===== config.mk =====
export PLATFORM = sky130hd
export DESIGN_NAME = proc_status_gating
export DESIGN_NICKNAME = d
export VERILOG_FILES = /design/src/rtl/proc_status_gating.v
export VERILOG_INCLUDE_DIRS = /design/src /design/src/shared
export SDC_FILE = /design/constraint.sdc
export NUM_CORES = 1
export LEC_CHECK = 0
export BUFFER_PORTS_ARGS = -buffer_cell sky130_fd_sc_hd__buf_2
export CORE_MARGIN = 5
export CORE_UTILIZATION = 25
export CTS_CLUSTER_SIZE = 24
export DETAILED_ROUTE_END_ITERATION = 7
export HOLD_SLACK_MARGIN = 0.02
export SLEW_MARGIN = 20
export SYNTH_ARGS = -nofsm -noshare
export SYNTH_HDL_FRONTEND = slang
export SYNTH_SLANG_ARGS = --single-unit

===== constraint.sdc =====
create_clock -name CLK_SYS_IN -period 1.9 [get_ports CLK_SYS_IN]
set_input_delay 0.285 -clock CLK_SYS_IN [delete_from_list [all_inputs] [get_ports CLK_SYS_IN]]
set_output_delay 0.285 -clock CLK_SYS_IN [all_outputs]
set_load 0.1 [all_outputs]

===== src/shared/proc_status_regs.vh =====
// Constants for the processor status and exception gating block.
// Assumes inclusion by bare name from design and bench files.
`ifndef PROC_STATUS_REGS_VH
`define PROC_STATUS_REGS_VH
// ----------------------------------------------------------------------------
// Status register fields
// ----------------------------------------------------------------------------
`define PSC_BIT_TIMER_BLOCK   17
`define PSC_BIT_PENDING       14
`define PSC_BIT_STEP_EN       13
`define PSC_BIT_STEP_PEND     12
`define PSC_BIT_ALIGN         11
`define PSC_BIT_HOLD          10
`define PSC_BIT_WAIT          7
`define PSC_BIT_PRIV          4
`define PSC_BIT_MASK_HI       3
`define PSC_BIT_MASK_LO       2
`define PSC_BIT_IRQ_BLOCK     1
`define PSC_BIT_BLOCK_ALL     0
`define PSC_WRITE_MASK        32'h00023C9F
`define PSC_RESET_VALUE       32'h00000413
// ----------------------------------------------------------------------------
// Vector numbers
// ----------------------------------------------------------------------------
`define VEC_UNALIGNED         8'h01
`define VEC_PROTECT           8'h05
`define VEC_TIMER             8'h0E
`define VEC_TRACE             8'h0F
`define VEC_EXT_ZERO          8'h10
`define VEC_EXT_TWO           8'h12
`define VEC_INTERNAL          8'h13
// ----------------------------------------------------------------------------
// Timing
// ----------------------------------------------------------------------------
`define HOLD_RELEASE_CYCLES   2
`endif


===== src/rtl/proc_status_gating.v =====
// Processor status register and interrupt/trap gating of a small RISC core.
// Assumes all inputs synchronous to CLK_SYS_IN; pipeline honours the take pulse.
//
// How it works
// - Timer irq blocked by timer block bit, else follows reload irq enable.
// - Block-all bit blocks timer irq regardless of other enables.
// - Pending flag reads 1 when an external or internal irq request is active and none of them is enabled.
// - Pending flag clears itself once all requests drop.
// - Step enable copied into step pending at each instruction completion while wait bit clear, unless an event is taken.
// - Step pending of 1 raises a trace trap.
// - Align check flags unaligned word or halfword external data accesses.
// - No align check on I/O or fetch; vectors formed aligned.
// - Hold bit freezes channel, counters and ALU status except explicit moves.
// - Hold bit set on every taken interrupt or trap.
// - After hold clears, taking waits two cycles; setting acts at once.
// - Wait bit stalls execution until enabled event taken or reset.
// - User level access to protected context raises protection trap.
// - Mask 00/01 zero only, 10 adds two, 11 adds internal.
// - External irq zero never masked by priority mask.
// - Irq block stops peripheral/external irqs, not traps, timer or trace.
// - Irq block clear takes mask-enabled irqs unless block-all set.
// - Block-all ignores interrupts and traps; clear takes every trap.
// - Only external irq inputs zero and two exist.
// - No automatic state save; dispatch through relocatable vector table.
// - Vector number placed into bits 9..2 of vector base address.
`timescale 1ns/1ps
`include "proc_status_regs.vh"
module proc_status_gating (
  // Clock and reset
  input  wire        CLK_SYS_IN,
  input  wire        RESET_IN,
  // Software access to the status register
  input  wire        PSC_WRITE_IN,
  input  wire [31:0] PSC_WDATA_IN,
  output reg  [31:0] PSC_RDATA_OUT,
  // Requests
  input  wire        EXT_IRQ_ZERO_IN,
  input  wire        EXT_IRQ_TWO_IN,
  input  wire        INT_IRQ_IN,
  input  wire        TIMER_IRQ_IN,
  input  wire        TIMER_RELOAD_IRQ_ENABLE_IN,
  // Pipeline events
  input  wire        INSTR_DONE_IN,
  input  wire        DATA_ACCESS_IN,
  input  wire        DATA_IO_IN,
  input  wire        DATA_WORD_IN,
  input  wire        DATA_HALF_IN,
  input  wire [1:0]  DATA_ADDR_LO_IN,
  input  wire        PROTECTED_ACCESS_IN,
  input  wire [31:0] VECTOR_BASE_IN,
  // Outputs to pipeline
  output reg         TAKE_OUT,
  output reg  [7:0]  VECTOR_NUM_OUT,
  output reg  [31:0] VECTOR_ADDR_OUT,
  output reg         STATE_HOLD_OUT,
  output reg         STALL_OUT
);

  // --------------------------------------------------------------------------
  // Status fields
  // --------------------------------------------------------------------------
  reg        timer_irq_block_q;
  reg        irq_pending_flag_q;
  reg        single_step_enable_q;
  reg        single_step_pending_q;
  reg        align_check_enable_q;
  reg        state_hold_q;
  reg        idle_wait_q;
  reg        privileged_level_q;
  reg [1:0]  irq_priority_mask_q;
  reg        irq_block_q;
  reg        irq_trap_block_all_q;
  reg [1:0]  release_cnt_q;

  // Vector address: number in bits 9..2, base in bits 31..10, bits 1..0 zero
  function [31:0] vec_addr;
    input [31:0] base;
    input [7:0]  num;
    begin
      vec_addr = {base[31:10], num, 2'b00};
    end
  endfunction

  // --------------------------------------------------------------------------
  // Gating
  // --------------------------------------------------------------------------
  wire mask_two = irq_priority_mask_q[1];
  wire mask_int = (irq_priority_mask_q == 2'b11);
  wire irq_ok   = !irq_block_q && !irq_trap_block_all_q;
  wire en_zero  = EXT_IRQ_ZERO_IN && irq_ok;
  wire en_two   = EXT_IRQ_TWO_IN && mask_two && irq_ok;
  wire en_int   = INT_IRQ_IN && mask_int && irq_ok;
  wire en_timer = TIMER_IRQ_IN && !timer_irq_block_q &&
                  TIMER_RELOAD_IRQ_ENABLE_IN && !irq_trap_block_all_q;
  wire any_req  = EXT_IRQ_ZERO_IN || EXT_IRQ_TWO_IN || INT_IRQ_IN;
  wire pend_d   = any_req && !(en_zero || en_two || en_int);

  // Alignment only for external data, never I/O or fetch
  wire unaligned = align_check_enable_q && DATA_ACCESS_IN && !DATA_IO_IN &&
                   ((DATA_WORD_IN && (DATA_ADDR_LO_IN != 2'b00)) ||
                    (DATA_HALF_IN && DATA_ADDR_LO_IN[0]));
  wire protect   = !privileged_level_q && PROTECTED_ACCESS_IN;
  wire trap_ok   = !irq_trap_block_all_q;
  // Settling window after hold release blocks taking
  wire settled   = (release_cnt_q == 2'd0);

  reg       take_d;
  reg [7:0] vec_d;
  always @* begin
    take_d = 1'b0;
    vec_d  = 8'h00;
    if (settled && !TAKE_OUT) begin
      if (trap_ok && protect) begin
        take_d = 1'b1;
        vec_d  = `VEC_PROTECT;
      end else if (trap_ok && unaligned) begin
        take_d = 1'b1;
        vec_d  = `VEC_UNALIGNED;
      end else if (trap_ok && single_step_pending_q) begin
        take_d = 1'b1;
        vec_d  = `VEC_TRACE;
      end else if (en_timer) begin
        take_d = 1'b1;
        vec_d  = `VEC_TIMER;
      end else if (en_zero) begin
        take_d = 1'b1;
        vec_d  = `VEC_EXT_ZERO;
      end else if (en_two) begin
        take_d = 1'b1;
        vec_d  = `VEC_EXT_TWO;
      end else if (en_int) begin
        take_d = 1'b1;
        vec_d  = `VEC_INTERNAL;
      end
    end
  end

  wire [31:0] status = {14'h0000, timer_irq_block_q, 2'b00, irq_pending_flag_q,
                        single_step_enable_q, single_step_pending_q,
                        align_check_enable_q, state_hold_q, 2'b00, idle_wait_q,
                        2'b00, privileged_level_q, irq_priority_mask_q,
                        irq_block_q, irq_trap_block_all_q};

  // --------------------------------------------------------------------------
  // Registers
  // --------------------------------------------------------------------------
  always @(posedge CLK_SYS_IN or posedge RESET_IN) begin
    if (RESET_IN) begin
      timer_irq_block_q     <= 1'b0;
      irq_pending_flag_q    <= 1'b0;
      single_step_enable_q  <= 1'b0;
      single_step_pending_q <= 1'b0;
      align_check_enable_q  <= 1'b0;
      state_hold_q          <= 1'b1;
      idle_wait_q           <= 1'b0;
      privileged_level_q    <= 1'b1;
      irq_priority_mask_q   <= 2'b00;
      irq_block_q           <= 1'b1;
      irq_trap_block_all_q  <= 1'b1;
      release_cnt_q         <= 2'd0;
      TAKE_OUT              <= 1'b0;
      VECTOR_NUM_OUT        <= 8'h00;
      VECTOR_ADDR_OUT       <= 32'h00000000;
      STATE_HOLD_OUT        <= 1'b1;
      STALL_OUT             <= 1'b0;
      PSC_RDATA_OUT         <= `PSC_RESET_VALUE;
    end else begin
      irq_pending_flag_q <= pend_d;
      if (PSC_WRITE_IN) begin
        timer_irq_block_q    <= PSC_WDATA_IN[`PSC_BIT_TIMER_BLOCK];
        single_step_enable_q <= PSC_WDATA_IN[`PSC_BIT_STEP_EN];
        align_check_enable_q <= PSC_WDATA_IN[`PSC_BIT_ALIGN];
        idle_wait_q          <= PSC_WDATA_IN[`PSC_BIT_WAIT];
        privileged_level_q   <= PSC_WDATA_IN[`PSC_BIT_PRIV];
        irq_priority_mask_q  <= PSC_WDATA_IN[`PSC_BIT_MASK_HI:`PSC_BIT_MASK_LO];
        irq_block_q          <= PSC_WDATA_IN[`PSC_BIT_IRQ_BLOCK];
        irq_trap_block_all_q <= PSC_WDATA_IN[`PSC_BIT_BLOCK_ALL];
      end
      // Taking an event overrides a same-cycle software write of hold, wait, privilege and step pending
      if (take_d) begin
        state_hold_q       <= 1'b1;
        idle_wait_q        <= 1'b0;
        privileged_level_q <= 1'b1;
        single_step_pending_q <= 1'b0;
        release_cnt_q      <= 2'd0;
      end else begin
        if (PSC_WRITE_IN) begin
          state_hold_q <= PSC_WDATA_IN[`PSC_BIT_HOLD];
          if (state_hold_q && !PSC_WDATA_IN[`PSC_BIT_HOLD])
            release_cnt_q <= 2'd`HOLD_RELEASE_CYCLES;
          else if (release_cnt_q != 2'd0)
            release_cnt_q <= release_cnt_q - 2'd1;
        end else if (release_cnt_q != 2'd0) begin
          release_cnt_q <= release_cnt_q - 2'd1;
        end
        if (INSTR_DONE_IN && !idle_wait_q)
          single_step_pending_q <= single_step_enable_q;
        else if (PSC_WRITE_IN)
          single_step_pending_q <= PSC_WDATA_IN[`PSC_BIT_STEP_PEND];
      end
      TAKE_OUT        <= take_d;
      VECTOR_NUM_OUT  <= take_d ? vec_d : VECTOR_NUM_OUT;
      VECTOR_ADDR_OUT <= take_d ? vec_addr(VECTOR_BASE_IN, vec_d) : VECTOR_ADDR_OUT;
      // Hold to pipeline stays asserted while release_cnt_q is above one, dropping on the edge where release_cnt_q reaches zero, a cycle before TAKE_OUT can rise
      STATE_HOLD_OUT  <= take_d | state_hold_q |
                         (release_cnt_q > 2'd1);
      STALL_OUT       <= idle_wait_q && !take_d;
      PSC_RDATA_OUT   <= status;
    end
  end

endmodule


### After elaboration in Yosys (flattened, before gate mapping)

Index checks and enable logic that the tools add are counted.

| word-level totals | value |
|---|---|
| flip-flop bits (word level) | 67 |
| latch bits | 0 |
| memory bits (writable) | 0 |
| ROM bits | 0 |
| input port bits | 80 |
| output and inout port bits | 75 |
| word-level logic and storage cells | 95 |
| memories kept | 0 |

| cells by class | value |
|---|---|
| $add $sub $neg | 1 |
| multiply operators | 0 |
| divide/modulo/power cells | 0 |
| order comparisons | 1 |
| equal/unequal tests | 1 |
| shift-type cells | 0 |
| muxes and demuxes | 29 |
| bitwise logic cells | 2 |
| reductions and logical operators | 43 |

Operators by type and width:

| kind | count |
|---|---|
| $mux W5 | 8 |
| $logic_and A1 B1 Y1 | 23 |
| $mux W1 | 17 |
| $logic_not A1 Y1 | 10 |
| $mux W2 | 4 |
| $reduce_bool A2 Y1 | 3 |
| $logic_or A1 B1 Y1 | 5 |
| $reduce_bool A3 Y1 | 1 |
| $eq A2 B2 Y1 const B | 1 |
| $gt A2 B1 Y1 const B | 1 |
| $logic_not A2 Y1 | 1 |
| $or A1 B1 Y1 | 2 |
| $sub A2 B1 Y2 const B | 1 |

### Longest topological paths before layout

| logic depth | value |
|---|---|
| word-level depth | 13 |
| gate-level depth with buffers | 6 |
| depth with buffers taken out | 4 |

### Worst setup path before layout

No wires, ideal clock.

| timing | value |
|---|---|
| path kind | register to register |
| start point | register TAKE_OUT |
| end point | register VECTOR_ADDR_OUT[10] |
| library setup time | 0.126 ns |
| arrival time | 1.947 ns |
| data required time | 1.774 ns |
| setup slack | -0.174 ns |
| stages on the path, launching flop included | 5 |
| path buffers | 1 |
| period minus slack after synthesis | 2.074 ns |
| path through | dfrtp_1 -> nor3_1 -> o31a_4 -> buf_8 -> mux2_4 |

| between the ends | value |
|---|---|
| word-level cells in the longest chain between the ends | 3 |

Ends and longest elaborated chain:

| what | RTL line | source |
|---|---|---|
| start, declared | proc_status_gating.v:52 | `output reg TAKE_OUT,` |
| start signal, assigned | proc_status_gating.v:201 | `TAKE_OUT <= take_d;` |
| $logic_not A1 Y1 | proc_status_gating.v:112 | `if (settled && !TAKE_OUT) begin` |
| $logic_and A1 B1 Y1 | proc_status_gating.v:112 |  |
| $mux W1 | proc_status_gating.v:112 |  |
| end signal, assigned | proc_status_gating.v:203 | `VECTOR_ADDR_OUT <= take_d ? vec_addr(VECTOR_BASE_IN, vec_d) : VECTOR_ADDR_OUT;` |
| end, declared | proc_status_gating.v:54 | `output reg [31:0] VECTOR_ADDR_OUT,` |

No other way between the ends.
A chain may end at the register's enable or synchronous reset.

### Final worst setup path

| timing | value |
|---|---|
| start point | register irq_trap_block_all_q |
| end point | register VECTOR_ADDR_OUT[13] |

| between the ends | value |
|---|---|
| word-level cells in the longest chain between the ends | 11 |
| elaborated cells on any way between the ends | 17 |
| those cells by class | mux (8); reduce/logical (9) |

Ends and longest elaborated chain:

| what | RTL line | source |
|---|---|---|
| start, declared | proc_status_gating.v:72 | `reg irq_trap_block_all_q;` |
| start signal, assigned | proc_status_gating.v:177 | `` irq_trap_block_all_q <= PSC_WDATA_IN[`PSC_BIT_BLOCK_ALL]; `` |
| $logic_not A1 Y1 * | proc_status_gating.v:89, proc_status_gating.v:94, proc_status_gating.v:103 |  |
| $logic_and A1 B1 Y1 | proc_status_gating.v:89 | `wire irq_ok = !irq_block_q && !irq_trap_block_all_q;` |
| $logic_and A1 B1 Y1 | proc_status_gating.v:92 | `wire en_int = INT_IRQ_IN && mask_int && irq_ok;` |
| $mux W1 | proc_status_gating.v:131 | `end else if (en_int) begin` |
| $mux W1 | proc_status_gating.v:128 | `end else if (en_two) begin` |
| $mux W1 | proc_status_gating.v:125 | `end else if (en_zero) begin` |
| $mux W1 | proc_status_gating.v:122 | `end else if (en_timer) begin` |
| $mux W1 | proc_status_gating.v:119 | `end else if (trap_ok && single_step_pending_q) begin` |
| $mux W1 | proc_status_gating.v:116 | `end else if (trap_ok && unaligned) begin` |
| $mux W1 * | proc_status_gating.v:113 | `if (trap_ok && protect) begin` |
| $mux W1 * | proc_status_gating.v:112 |  |

Mark *: on every way between the ends. The rest lies on a longest branch, timed or not.

==> flow_summary.toml <==
[route]
detail_route.drc_violations = 0
viasPerCell = 3.99
dr.pass1.iters = 4
wl_per_cell_um = 13.0
via_count = 1702
drt_antenna_net_count = 0
drt_wl_total_mm = 5.56
drt_first_iter_violations = 58

[yosys]
yosysSeqAreaShare = 0.564
yosysTopAreaCellShare = 0.470
yosysUniqueCellTypes = 37
synth_most_common_cell = "dfrtp_1"
syn_area_um2 = 2500
synth-seq-cells = 56
yosys_warnings = 0
synth-async-reset-ratio = 1.00
synthesis.instances = 186
synth-edff-count = 0
synth.top_cells.by_count = "dfrtp_1, buf_4, mux2_4"
syn-mean-instance-area_um2 = 13.5
synth_largest_area_cell = "dfrtp_1"
synthFlopType = "dfrtp_1"
synth.area.top_cells = "dfrtp_1, mux2_4, buf_4"

[global_route]
overflow = 0
overall_fraction_of_global_route_tracks_in_use = 0.0882
grt_pass1_wl_mm = 8.16
grt_max_degree = 38
antenna_found_initial = 0
first_global_vias = 1663

[cts]
clock_sink_count = 56
post_cts.resized_instances = 0
cts_max_level = 2
insertion_delay_ns = 0.31
clock_tree.buffer_depth = 2
cts_buffers = 5
cts_tree = "yes"
cts.root.buffer_cell = "clkbuf_8"
clkSlewWorstSetupHoldPaths_ns = 0.10

[sta]
worst_slack_ns = 0.0917
timing.setup.tns_ns = 0
unrepaired_setup_endpoints_after_global_routing = "false"
period_minus_slack_ns = 1.81
final_hold_violations = 0
fin_skew_ns = 0.0127
max_clock_freq_mhz = 553
final_min_period_over_clock_period = 0.952
finalSetupViolations = 0
final_count_of_pins_violating_max_slew = 0

[finish]
number_of_inserted_diodes = 0
layout-drive-gt1-share = 0.551
filler_cell_count = 1003
design.final.nets = 373
post-route-util = 0.332
area_growth_from_synthesis_to_final_layout_pct = 29.4

[critical_path]
worst_path_max_delay_cell = "dfstp_2"
max_stage_delay_ns = 0.60
critPathTopFamily = "flip-flops"
critPathCaptureType = "flop"
worstPathCellList = "nand4bb_1, nor3_2, o31a_4, buf_12, mux2_4"
timing.critical_path.required_ns = 2.09
timing.critical_path.buf_inv = 1
path_max_fanout = 8
cp_num_cells = 5
path_class = "reg2reg"
ff2ff_path_depth = 5
timing.critical_path.from_type = "flop"
timing.critical_path.arrival_ns = 2.00

[die]
design.die.area_um2 = 12100
floorplan.die.height_um = 110
die_w_um = 110
start_util = 0.256
fp.coreArea_um2 = 9770
fp-row-count = 36
io_count = 155

[placed_design]
gpl.final_weighted_congestion = 0.706
placement.setup.worst_slack_ns = 0.0467
place_hpwl_mm = 4.37
port-buffer-count = 95

[run_status]
outcome = "complete, no violations"

[flow_run]
max-cap-violations = 0

[min_path]
class_of_the_most_critical_hold_timing_path = "in2reg"
worst_hold_path.num_cells = 2
## through the flow
| step | hold slack [ns] | area, um^2 | std cells |
|---|---|---|---|
| 2_1_floorplan | 0.331 | 2610 | 213 |
| 3_3_place_gp | 0.303 | 3080 | 414 |
| 3_5_place_dp | 0.307 | 3080 | 414 |
| 4_1_cts | 0.175 | 3200 | 423 |
| 5_1_grt | 0.175 | 3240 | 427 |
| 6_report | 0.189 | 3240 | 427 |
## flip-flops by register name, indices dropped and copies added, names as in the netlist, 2 cells and up
signal               count
VECTOR_ADDR_OUT         23
PSC_RDATA_OUT           12
VECTOR_NUM_OUT           4
irq_priority_mask_q      2
release_cnt_q            2
## path summary, 6_finish.rpt
check | start | endpoint | slack [ns]
setup / recovery | irq_trap_block_all_q$_DFFE_PP1P_ | VECTOR_ADDR_OUT[13]$_DFFE_PP0P_ | 0.09
hold / removal | PSC_WDATA_IN[4] | privileged_level_q$_DFFE_PP1P_ | 0.19
min in group asynchronous | RESET_IN | VECTOR_ADDR_OUT[10]$_DFFE_PP0P_ | 0.52
setup reg to reg | irq_trap_block_all_q$_DFFE_PP1P_ | VECTOR_ADDR_OUT[13]$_DFFE_PP0P_ | 0.09
hold reg to reg | irq_pending_flag_q$_DFF_PP0_ | PSC_RDATA_OUT[14]$_DFF_PP0_ | 0.37
max in group asynchronous | RESET_IN | STATE_HOLD_OUT$_DFF_PP1_ | 0.77
## layout make-up
type / instances / area [um^2] / area share
sequential: 56 / 1410 / 0.436
multi-input combinational: 115 / 886 / 0.273
timing repair buffer: 111 / 648 / 0.200
tap: 133 / 166 / 0.0514
clock buffer: 6 / 72.6 / 0.0224
clock inverter: 2 / 38.8 / 0.0120
inverter: 4 / 15.0 / 0.00463
## cells in the final DEF (no fill, tap or decap), drive strengths merged, types with 2 or more instances in the layout
master  synthesis  routed
nor3b           3       3
clkbuf          2       6
o21a            2       2
a211o           2       2
dfstp           9       9
o21ai           3       3
nor2b           2       2
conb            1      28
nor2           13      13
inv             4       5
dfrtp          47      47
buf            36     110
mux2           29      29
nand2           4       4
nor3            5       5
a21oi           5       5
a221oi          2       2
or4             2       2
or3             2       2
## worst register-to-register path, cell delays in order, from the launching register on
cell	delay, ns
dfstp_2	0.60
nand4bb_1	0.15
nor3_2	0.07
o31a_4	0.40
buf_12	0.17
mux2_4	0.30
## routing by layer
| layer | vias to the layer above | wire, um | GRT usage |
|---|---|---|---|
| met5 | - | 0 | 0 |
| met4 | 0 | 31 | 0.0211 |
| met3 | 5 | 618 | 0.0297 |
| met2 | 84 | 2650 | 0.152 |
| met1 | 818 | 2260 | 0.107 |
| li1 | 795 | - | - |
## logic make-up after synthesis
logic type / synth area share
mux: 0.164
flops: 0.564
other cells: 0.00150
buf+inv: 0.125
simple gates: 0.0809
compound gates: 0.0644
## what timing repair did
action | CTS | global route
hold endpoints to repair | 19 | 0
hold buffers | 1 | 0
buffers inserted | 0 | 4
setup endpoints to repair | 0 | 16
Power is left out: the tool's default activity adds up to more than one toggle a clock period on the data nets, which glitch-free logic cannot reach.
